[src/rtl/drc_pkg.sv]
// drc_pkg: constants, cause layouts and timing for the dual-die reset controller.
// assumes a single 25 MHz system clock and an always-on supply for the cause flags.
package drc_pkg;

	localparam int CLK_HZ = 25000000;
	// chip reset stretch after a source goes away
	localparam int HOLD_TIME_NS = 640;
	localparam int HOLD_CYCLES_CALC = (HOLD_TIME_NS * (CLK_HZ / 1000000) + 999) / 1000;
	localparam int HOLD_CYCLES = (HOLD_CYCLES_CALC < 1) ? 1 : HOLD_CYCLES_CALC;

	// digital cause bit positions
	localparam int DIG_POR_BIT = 0;
	localparam int DIG_EXT_BIT = 1;
	localparam int DIG_SW_BIT = 3;
	localparam int DIG_DETAIL_LSB = 4;
	localparam int DIG_W = 6;
	// analog cause bit positions
	localparam int ANA_POR_BIT = 0;
	localparam int ANA_EXT_BIT = 1;
	localparam int ANA_WDT_BIT = 2;
	localparam int ANA_W = 3;

	localparam logic [1:0] DETAIL_RESET = 2'h0;

	typedef struct packed {
		logic [1:0] poweron_detail_cause;
		logic sw;
		logic rsvd;
		logic ext;
		logic por;
	} drc_dig_cause_s;

	typedef struct packed {
		logic wdt;
		logic ext;
		logic por;
	} drc_ana_cause_s;

	localparam drc_dig_cause_s DIG_CAUSE_RESET = '{DETAIL_RESET, 1'b0, 1'b0, 1'b0, 1'b0};
	localparam drc_ana_cause_s ANA_CAUSE_RESET = '{1'b0, 1'b0, 1'b0};

endpackage

[src/rtl/drc_rst_sync.sv]
// drc_rst_sync: two-stage reset synchroniser, asynchronous assert, clocked release.
// assumes arst_n may be a combination of asynchronous reset sources.
`timescale 1ns/10ps
module drc_rst_sync (
	// clock and asynchronous reset request
	input wire logic clk,
	input wire logic arst_n,
	// synchronised reset
	output logic rst_n
);

	logic meta_reg;

	always_ff @(posedge clk or negedge arst_n) begin
		if (!arst_n) begin
			meta_reg <= 1'b0;
			rst_n <= 1'b0;
		end else begin
			meta_reg <= 1'b1;
			rst_n <= meta_reg;
		end
	end

endmodule

[src/rtl/drc_top.sv]
// drc_top: combines die reset sources into the chip reset and records reset causes.
// assumes rstn is the always-on domain reset; sources other than core strobes are async.
`timescale 1ns/10ps
module drc_top #(
	parameter int HOLD_CYCLES = drc_pkg::HOLD_CYCLES
) (
	// clock and always-on reset
	input wire logic clk,
	input wire logic rstn,
	// asynchronous reset sources
	input wire logic ext_reset_n,
	input wire logic dig_por_n,
	input wire logic afe_por_n,
	input wire logic afe_wdt_reset,
	input wire logic [1:0] poweron_detail_cause,
	// core requests, system clock domain
	input wire logic system_reset_request,
	input wire logic serial_download_active,
	input wire logic selfcheck_done,
	input wire logic selfcheck_fail,
	// software write-one-to-clear strobes
	input wire logic dig_cause_clr_en,
	input wire logic [drc_pkg::DIG_W-1:0] dig_cause_clr_mask,
	input wire logic ana_cause_clr_en,
	input wire logic [drc_pkg::ANA_W-1:0] ana_cause_clr_mask,
	// chip reset and status
	output logic chip_rst_n,
	output logic boot_start,
	output logic sram_valid,
	output logic analog_selfcheck_flag,
	output drc_pkg::drc_dig_cause_s digital_reset_cause,
	output drc_pkg::drc_ana_cause_s analog_reset_cause
);

	localparam int CNT_W = $clog2(HOLD_CYCLES + 1);
	localparam logic [CNT_W-1:0] HOLD_LOAD = CNT_W'(HOLD_CYCLES);
	localparam logic [CNT_W-1:0] CNT_ZERO = '0;
	localparam logic [CNT_W-1:0] CNT_ONE = CNT_W'(1);

	initial begin
		if (HOLD_CYCLES < 1) begin
			$error("drc_top: HOLD_CYCLES must be at least one");
		end
	end

	typedef struct packed {
		logic ext_s1;
		logic ext_s2;
		logic dpor_s1;
		logic dpor_s2;
		logic apor_s1;
		logic apor_s2;
		logic wdt_s1;
		logic wdt_s2;
		logic [1:0] det_s1;
		logic [1:0] det_s2;
		logic [CNT_W-1:0] hold_cnt;
		logic hold;
		logic chip_seen;
		logic boot_start;
		logic dl_seen;
		logic mem_lost;
		logic sram_valid;
		logic selfcheck;
		drc_pkg::drc_dig_cause_s dig;
		drc_pkg::drc_ana_cause_s ana;
	} drc_state_s;

	localparam drc_state_s STATE_RESET = '{
		ext_s1: 1'b0, ext_s2: 1'b0, dpor_s1: 1'b0, dpor_s2: 1'b0,
		apor_s1: 1'b0, apor_s2: 1'b0, wdt_s1: 1'b0, wdt_s2: 1'b0,
		det_s1: 2'h0, det_s2: 2'h0, hold_cnt: CNT_ZERO, hold: 1'b1,
		chip_seen: 1'b0, boot_start: 1'b0, dl_seen: 1'b0, mem_lost: 1'b1, sram_valid: 1'b0,
		selfcheck: 1'b0, dig: drc_pkg::DIG_CAUSE_RESET, ana: drc_pkg::ANA_CAUSE_RESET
	};

	logic aon_rst_n;
	logic chip_arst_n;
	logic chip_sync_n;
	drc_state_s st_reg;
	drc_state_s st_next;

	drc_rst_sync u_aon_sync (
		.clk(clk),
		.arst_n(rstn),
		.rst_n(aon_rst_n)
	);

	// raw sources pull the chip reset down at once; release waits for the hold count
	assign chip_arst_n = aon_rst_n & ext_reset_n & dig_por_n & afe_por_n
		& ~afe_wdt_reset & ~st_reg.hold;

	drc_rst_sync u_chip_sync (
		.clk(clk),
		.arst_n(chip_arst_n),
		.rst_n(chip_sync_n)
	);

	function automatic logic set_clr(input logic cur, input logic set, input logic clr);
		set_clr = set | (cur & ~clr);
	endfunction

	always_comb begin
		logic ev_ext;
		logic ev_dpor;
		logic ev_apor;
		logic ev_wdt;
		logic ev_sw;
		logic any_ev;
		logic [drc_pkg::DIG_W-1:0] dclr;
		logic [drc_pkg::ANA_W-1:0] aclr;
		st_next = st_reg;
		// two-stage capture of the asynchronous sources
		st_next.ext_s1 = ~ext_reset_n;
		st_next.ext_s2 = st_reg.ext_s1;
		st_next.dpor_s1 = ~dig_por_n;
		st_next.dpor_s2 = st_reg.dpor_s1;
		st_next.apor_s1 = ~afe_por_n;
		st_next.apor_s2 = st_reg.apor_s1;
		st_next.wdt_s1 = afe_wdt_reset;
		st_next.wdt_s2 = st_reg.wdt_s1;
		st_next.det_s1 = poweron_detail_cause;
		st_next.det_s2 = st_reg.det_s1;
		ev_ext = st_reg.ext_s2;
		ev_dpor = st_reg.dpor_s2;
		ev_apor = st_reg.apor_s2;
		ev_wdt = st_reg.wdt_s2;
		// core request only counts while the chip is running
		ev_sw = system_reset_request & chip_sync_n & ~st_reg.hold;
		any_ev = ev_ext | ev_dpor | ev_apor | ev_wdt | ev_sw;
		// stretch the chip reset past the last active source
		if (any_ev) begin
			st_next.hold_cnt = HOLD_LOAD;
			st_next.hold = 1'b1;
		end else if (st_reg.hold_cnt != CNT_ZERO) begin
			st_next.hold_cnt = st_reg.hold_cnt - CNT_ONE;
			st_next.hold = (st_reg.hold_cnt != CNT_ONE);
		end else begin
			st_next.hold = 1'b0;
		end
		// one pulse on each release of the chip reset starts the boot kernel
		st_next.chip_seen = chip_sync_n;
		st_next.boot_start = chip_sync_n & ~st_reg.chip_seen;
		// memory validity follows power-on and download history
		if (serial_download_active && chip_sync_n) begin
			st_next.dl_seen = 1'b1;
		end
		// a lost verdict must survive the boot that follows it
		if (ev_dpor || ev_apor || (any_ev && st_reg.dl_seen)) begin
			st_next.sram_valid = 1'b0;
			st_next.mem_lost = 1'b1;
			st_next.dl_seen = 1'b0;
		end else if (st_reg.boot_start) begin
			st_next.sram_valid = ~st_reg.mem_lost;
			st_next.mem_lost = 1'b0;
		end
		// self-check flag: cleared by every chip reset, set by failed check
		if (!chip_sync_n) begin
			st_next.selfcheck = 1'b0;
		end else if (selfcheck_done) begin
			st_next.selfcheck = selfcheck_fail;
		end
		// cause flags: write one clears, a new event in the same cycle wins
		dclr = dig_cause_clr_en ? dig_cause_clr_mask : '0;
		aclr = ana_cause_clr_en ? ana_cause_clr_mask : '0;
		st_next.dig.por = set_clr(st_reg.dig.por, ev_dpor, dclr[drc_pkg::DIG_POR_BIT]);
		st_next.dig.ext = set_clr(st_reg.dig.ext, ev_ext | ev_apor,
			dclr[drc_pkg::DIG_EXT_BIT]);
		st_next.dig.sw = set_clr(st_reg.dig.sw, ev_sw, dclr[drc_pkg::DIG_SW_BIT]);
		st_next.dig.rsvd = 1'b0;
		if (ev_dpor) begin
			st_next.dig.poweron_detail_cause = st_reg.det_s2;
		end else begin
			st_next.dig.poweron_detail_cause = st_reg.dig.poweron_detail_cause
				& ~dclr[drc_pkg::DIG_DETAIL_LSB +: 2];
		end
		st_next.ana.por = set_clr(st_reg.ana.por, ev_apor | ev_dpor,
			aclr[drc_pkg::ANA_POR_BIT]);
		st_next.ana.ext = set_clr(st_reg.ana.ext, ev_ext, aclr[drc_pkg::ANA_EXT_BIT]);
		st_next.ana.wdt = set_clr(st_reg.ana.wdt, ev_wdt, aclr[drc_pkg::ANA_WDT_BIT]);
	end

	// always-on domain: only aon_rst_n resets this state; chip resets do not
	always_ff @(posedge clk or negedge aon_rst_n) begin
		if (!aon_rst_n) begin
			st_reg <= STATE_RESET;
		end else begin
			st_reg <= st_next;
		end
	end

	// chip reset output straight from the synchroniser flop
	assign chip_rst_n = chip_sync_n;
	assign boot_start = st_reg.boot_start;
	assign sram_valid = st_reg.sram_valid;
	assign analog_selfcheck_flag = st_reg.selfcheck;
	assign digital_reset_cause = st_reg.dig;
	assign analog_reset_cause = st_reg.ana;

endmodule

[config.mk]
export PLATFORM = sky130hd
export DESIGN_NAME = drc_top
export DESIGN_NICKNAME = d
export VERILOG_FILES = /design/src/rtl/drc_pkg.sv /design/src/rtl/drc_rst_sync.sv /design/src/rtl/drc_top.sv
export SDC_FILE = /design/constraint.sdc
export NUM_CORES = 1
export LEC_CHECK = 0
export BUFFER_PORTS_ARGS = -buffer_cell sky130_fd_sc_hd__buf_2
export CELL_PAD_IN_SITES_DETAIL_PLACEMENT = 0
export CELL_PAD_IN_SITES_GLOBAL_PLACEMENT = 1
export CORE_MARGIN = 2
export CORE_UTILIZATION = 36
export DETAILED_ROUTE_END_ITERATION = 10
export GPL_TIMING_DRIVEN = 0
export PLACE_DENSITY = 0.78
export SLEW_MARGIN = 10
export SYNTH_ARGS = -nofsm -noshare
export SYNTH_HDL_FRONTEND = slang
export SYNTH_HIERARCHICAL = 1
export SYNTH_SLANG_ARGS = --single-unit
[constraint.sdc]
create_clock -name clk -period 1.2 [get_ports clk]
set_input_delay 0.12 -clock clk [delete_from_list [all_inputs] [get_ports clk]]
set_output_delay 0.12 -clock clk [all_outputs]
set_load 0.02 [all_outputs]
Word level (Yosys, flattened, before mapping)
Index checks and enable logic that the tools add are counted.
Operators by class
  $add $sub $neg: 1
  eq/ne operators: 2
  muxes and demuxes: 12
  bitwise gates (word level): 41
  reduce and logical (&&, ||, !) cells: 8
Operators with widths (count)
  1-bit bitwise AND: 14
  1-bit NOT: 13
  6-bit 2-to-1 mux: 2
  1-bit OR: 12
  2-bit 2-to-1 mux: 3
  2-bit nonzero test: 3
  1-bit 2-to-1 mux: 5
  5-bit 2-to-1 mux: 1
  5-bit by 1-bit != test with 1-bit output (second input constant): 1
  5-bit nonzero test: 1
  5-bit by 1-bit subtractor with 5-bit output (second input constant): 1
  3-bit 2-to-1 mux: 1
  2-bit bitwise AND: 1
  1-bit logical AND: 2
  1-bit logical OR: 2
  2-bit != test (second input constant): 1
  2-bit NOT: 1
Word-level totals
  register bits: 36
  input bits: 23
  output and inout port bits: 13
  logic and storage cells: 93

Logic depth before layout (Yosys ltp)
  depth after elaboration: 7
  gate-level depth with buffers: 5
  mapped depth without buffers: 5

By module
Netlist, hierarchy kept.
By module, submodules not included
  drc_top: times used 1, cells an instance 105, area each 1246.2 um^2, seq. area each 803.3 um^2
  drc_rst_sync: times used 2, cells an instance 3, area each 53.8 um^2, seq. area each 50.0 um^2

Least setup slack after synthesis
OpenSTA, ideal clock, no wires.
  path type: reg-to-reg
  from: register st_reg[16] in the netlist's numbering
  to: register st_reg[17] in the netlist's numbering
  setup time: 94 ps
  arrival: 1357 ps
  data required time: 1106 ps
  setup slack: -251 ps
  cell stages (with the launch flop): 5
  path buffers: 0
  clock period less this slack: 1451 ps
  cells stage by stage: dfrtp_1 > inv_1 > ha_1 > or4b_4 > a211oi_1
On the way
  cells in the longest elaborated chain, start to end: 3
  elaborated cells between the ends (all ways): 5
  those cells by class: add/sub (1); mux (2); reduce/logical (2)
RTL lines
  start, declared: RTL line drc_top.sv:80  | drc_state_s st_reg;
  start signal, assigned: RTL line drc_top.sv:188  | st_reg <= st_next;
  5-bit by 1-bit subtractor with 5-bit output: RTL line drc_top.sv:136  | st_next.hold_cnt = st_reg.hold_cnt - CNT_ONE;
  5-bit 2-to-1 mux: RTL line drc_top.sv:135  | end else if (st_reg.hold_cnt != CNT_ZERO) begin
  6-bit 2-to-1 mux: RTL line drc_top.sv:132  | if (any_ev) begin
Several ways; a longest one is shown, not always the timed one. The select of a mux whose other input is x is not followed.
A chain may end at the register's enable or synchronous reset.

Worst setup path after layout
  from: register st_reg[16] in the netlist's numbering
  to: register st_reg[16] in the netlist's numbering
The elaborated chain is that of the path after synthesis.

==> impl_metrics.tcl <==
set metrics [dict create \
    outcome "finished with violations" \
    violations "setup timing" \
    drcViolationCount 0 \
    n_antenna_cell 0 \
    final-setup-viol-count 4 \
    cts-buffers-inserted 5 \
    start_util 0.373 \
    area_delta_synth_final_pct 40.0 \
    r2r_cells 5 \
    total_leakage_power_nw 0.919 \
    antenna_found_initial 0 \
    period_share 1.18 \
    grt_overflow 0 \
    grt.total_usage 0.128 \
    tritoncts "yes" \
    synth_cells 111 \
    rsz0062_at_grt "true" \
    fin_worst_skew_ns 0.00682 \
    holdWs_ns 0.0895 \
    min_path_type "in -> reg" \
    hold_violations 0 \
    dpl.cell_count 192 \
    critPathMaxFanout 3 \
    root_buffer "clkbuf_8" \
    clock_latency_ns 0.28 \
    intPower_w 0.00193 \
    yosys_warnings 6 \
    place_congestion 0.716 \
    fin_cells 217 \
    synth_cell_types 27 \
    vias 945 \
    die_h_um 65.3 \
    holdPathStages 3 \
    period_needed_ns 1.41 \
    hpwl_mm 1.59 \
    r2r-end "st_reg[16]" \
    clkTransAtPathRegs_ns 0.07 \
    drive_gt1_frac 0.467 \
    power.switching_w 0.000548 \
    avgViaCountPerCell 4.35 \
    dieWidth_um 65.3 \
    syn_area_per_cell_um2 12.2 \
    num_io_pins 36 \
    power_frac_comb 0.096 \
    startpoint_type "flip-flop" \
    drv_slew 0 \
    drtIter0Drc 30 \
    seq_area_frac_synth 0.667 \
    drt_wl_total_mm 2.43 \
    drv_cap 0 \
    drt_pass1_iterations 4 \
    clkPwrFrac 0.370 \
    ant_nets 0 \
    worst_slack_ns -0.214 \
    syn_area_um2 1350 \
    grt_start_max_net_pins 34 \
    ys_seq_elements 36 \
    synth_fp_nets 136 \
    critPathRequiredTime_ns 1.41 \
    largest_reg_flops 15 \
    core_area_um2 3630 \
    wire_per_inst_um 11.2 \
    grt_pass1_wl_mm 4.03 \
    crit_type "reg -> reg" \
    dieArea_um2 4270 \
    cp.arrival_ns 1.63 \
    rrSetupSlack_ns -0.21 \
    final_util 0.522 \
    power_density_nw_per_um2 1310 \
    switching_share 0.221 \
    grt_pass1_vias 953 \
    end_kind "flip-flop" \
    h-tree-depth 2 \
    min_to "st_reg[12]" \
    cts_sinks 36 \
    io_buffers 33 \
    ir_drop_v 0.000729 \
    seqPwrFrac 0.535 \
    final_nets 193 \
    fp-row-count 22 \
    max_freq_mhz 707 \
    hp-start "serial_download_active" \
    r2r_start "st_reg[16]" \
    clock_path_buffers 2 \
]
cell type report:
class / instances / area [um2]
fillers: 340 / 1740
flip-flops and latches: 36 / 908
multi-input cells: 60 / 419
repair buffers: 50 / 318
clock buffers: 8 / 100
plain buffers: 9 / 67.6
well taps: 48 / 60.1
inverters: 6 / 22.5
through the flow:
stage | power, W | TNS [ns] | cell area (um2) | setup slack, ns
after detailed placement | 0.00153 | -0.954 | 1600 | -0.267
after floorplan | 0.00145 | -0.418 | 1370 | -0.183
after global placement | 0.00153 | -0.747 | 1600 | -0.228
after global routing | 0.00260 | -0.831 | 1900 | -0.273
after CTS | 0.00249 | -0.462 | 1850 | -0.220
final | 0.00248 | -0.557 | 1900 | -0.214
critical path, cell delays in order, from the launching register on:
cell and delay (ns):
dfrtp_1 0.40, inv_2 0.07, ha_4 0.12, or4b_4 0.50
xnor2_2 0.15, nor2_1 0.10
kinds of logic (layout without fill, tap and decap cells):
| family | count (synthesis) | after routing | share of synthesized area |
|---|---|---|---|
| flip-flops | 36 | 36 | 0.667 |
| AND/OR/NAND/NOR | 36 | 36 | 0.139 |
| AO/OA/AOI/OAI | 16 | 16 | 0.0786 |
| buffers and inverters | 15 | 73 | 0.0665 |
| other | 3 | 3 | 0.00832 |
| adder cells (fa/ha/maj) | 2 | 2 | 0.0185 |
| multiplexers | 2 | 2 | 0.0157 |
| XOR/XNOR | 1 | 1 | 0.00647 |
cells in the mapped netlist:
library cell	n	area [um2]
a211o_1	1	8.76
ha_1	2	25.0
a211oi_1	1	7.51
a21oi_1	4	20.0
a21o_1	3	22.5
xnor2_1	1	8.76
nor2b_1	3	18.8
nor4_2	1	12.5
mux2_2	1	11.3
nand4b_1	1	8.76
nand2_1	15	56.3
nand3b_1	2	15.0
inv_1	6	22.5
nand2b_1	2	12.5
dfstp_2	2	52.6
or3_1	1	6.26
dfrtp_1	34	851
conb_1	3	11.3
a211o_2	1	10.0
a21o_2	2	17.5
o21ai_0	4	20.0
mux2i_1	1	10.0
buf_4	9	67.6
nand2_2	1	6.26
nor3_1	3	15.0
or4b_4	1	13.8
nor2_1	6	22.5
timing repair:
action	4_1_cts	5_1_grt
gates resized for setup	5	9
endpoints found under the setup margin	7	6
setup buffers	8	3
endpoints found under the hold margin	10	0
pin swaps	5	7
hold buffers	7	0
per-layer routing:
metal  vias up  global-route usage  wire [um]
li1        463                   -          -
met5         -                   0          0
met2        26               0.219       1220
met3         7              0.0582        167
met1       449               0.134        992
met4         0              0.0573         52
layout by cell type (no fill, tap or decap), drive strengths merged:
cell / Yosys / routed
ha: 2 / 2
clkbuf: 0 / 8
a21o: 5 / 5
nand4b: 1 / 1
nand2: 16 / 16
nor3: 3 / 3
inv: 6 / 6
dlygate4sd3: 0 / 7
conb: 3 / 3
nor2: 6 / 6
nor2b: 3 / 3
dfrtp: 34 / 34
nand2b: 2 / 2
nand3b: 2 / 2
or3: 1 / 1
or4b: 1 / 1
a21oi: 4 / 4
a211oi: 1 / 1
nor4: 1 / 1
mux2i: 1 / 1
a211o: 2 / 2
xnor2: 1 / 1
dfstp: 2 / 2
mux2: 1 / 1
buf: 9 / 52
o21ai: 4 / 4
worst max path at each step:
stage | start | to | slack (ns)
after global routing | st_reg[16] | st_reg[16] | -0.27
after CTS | st_reg[16] | st_reg[16] | -0.22
after floorplan | st_reg[16] | st_reg[16] | -0.18
final | st_reg[16] | st_reg[16] | -0.21
after detailed placement | st_reg[16] | st_reg[17] | -0.27
after global placement | st_reg[16] | st_reg[16] | -0.23
power by group through the flow:
| stage | clock network (W) | logic (W) | registers [W] |
|---|---|---|---|
| 2_1_floorplan | 0 | 0.000111 | 0.00134 |
| 3_3_place_gp | 0 | 0.000181 | 0.00134 |
| 3_5_place_dp | 0 | 0.000186 | 0.00135 |
| 4_1_cts | 0.000946 | 0.000223 | 0.00133 |
| 5_1_grt | 0.00101 | 0.000261 | 0.00133 |
| 6_report | 0.000915 | 0.000237 | 0.00132 |
No activity file was read; power rests on OpenSTA's default activity.
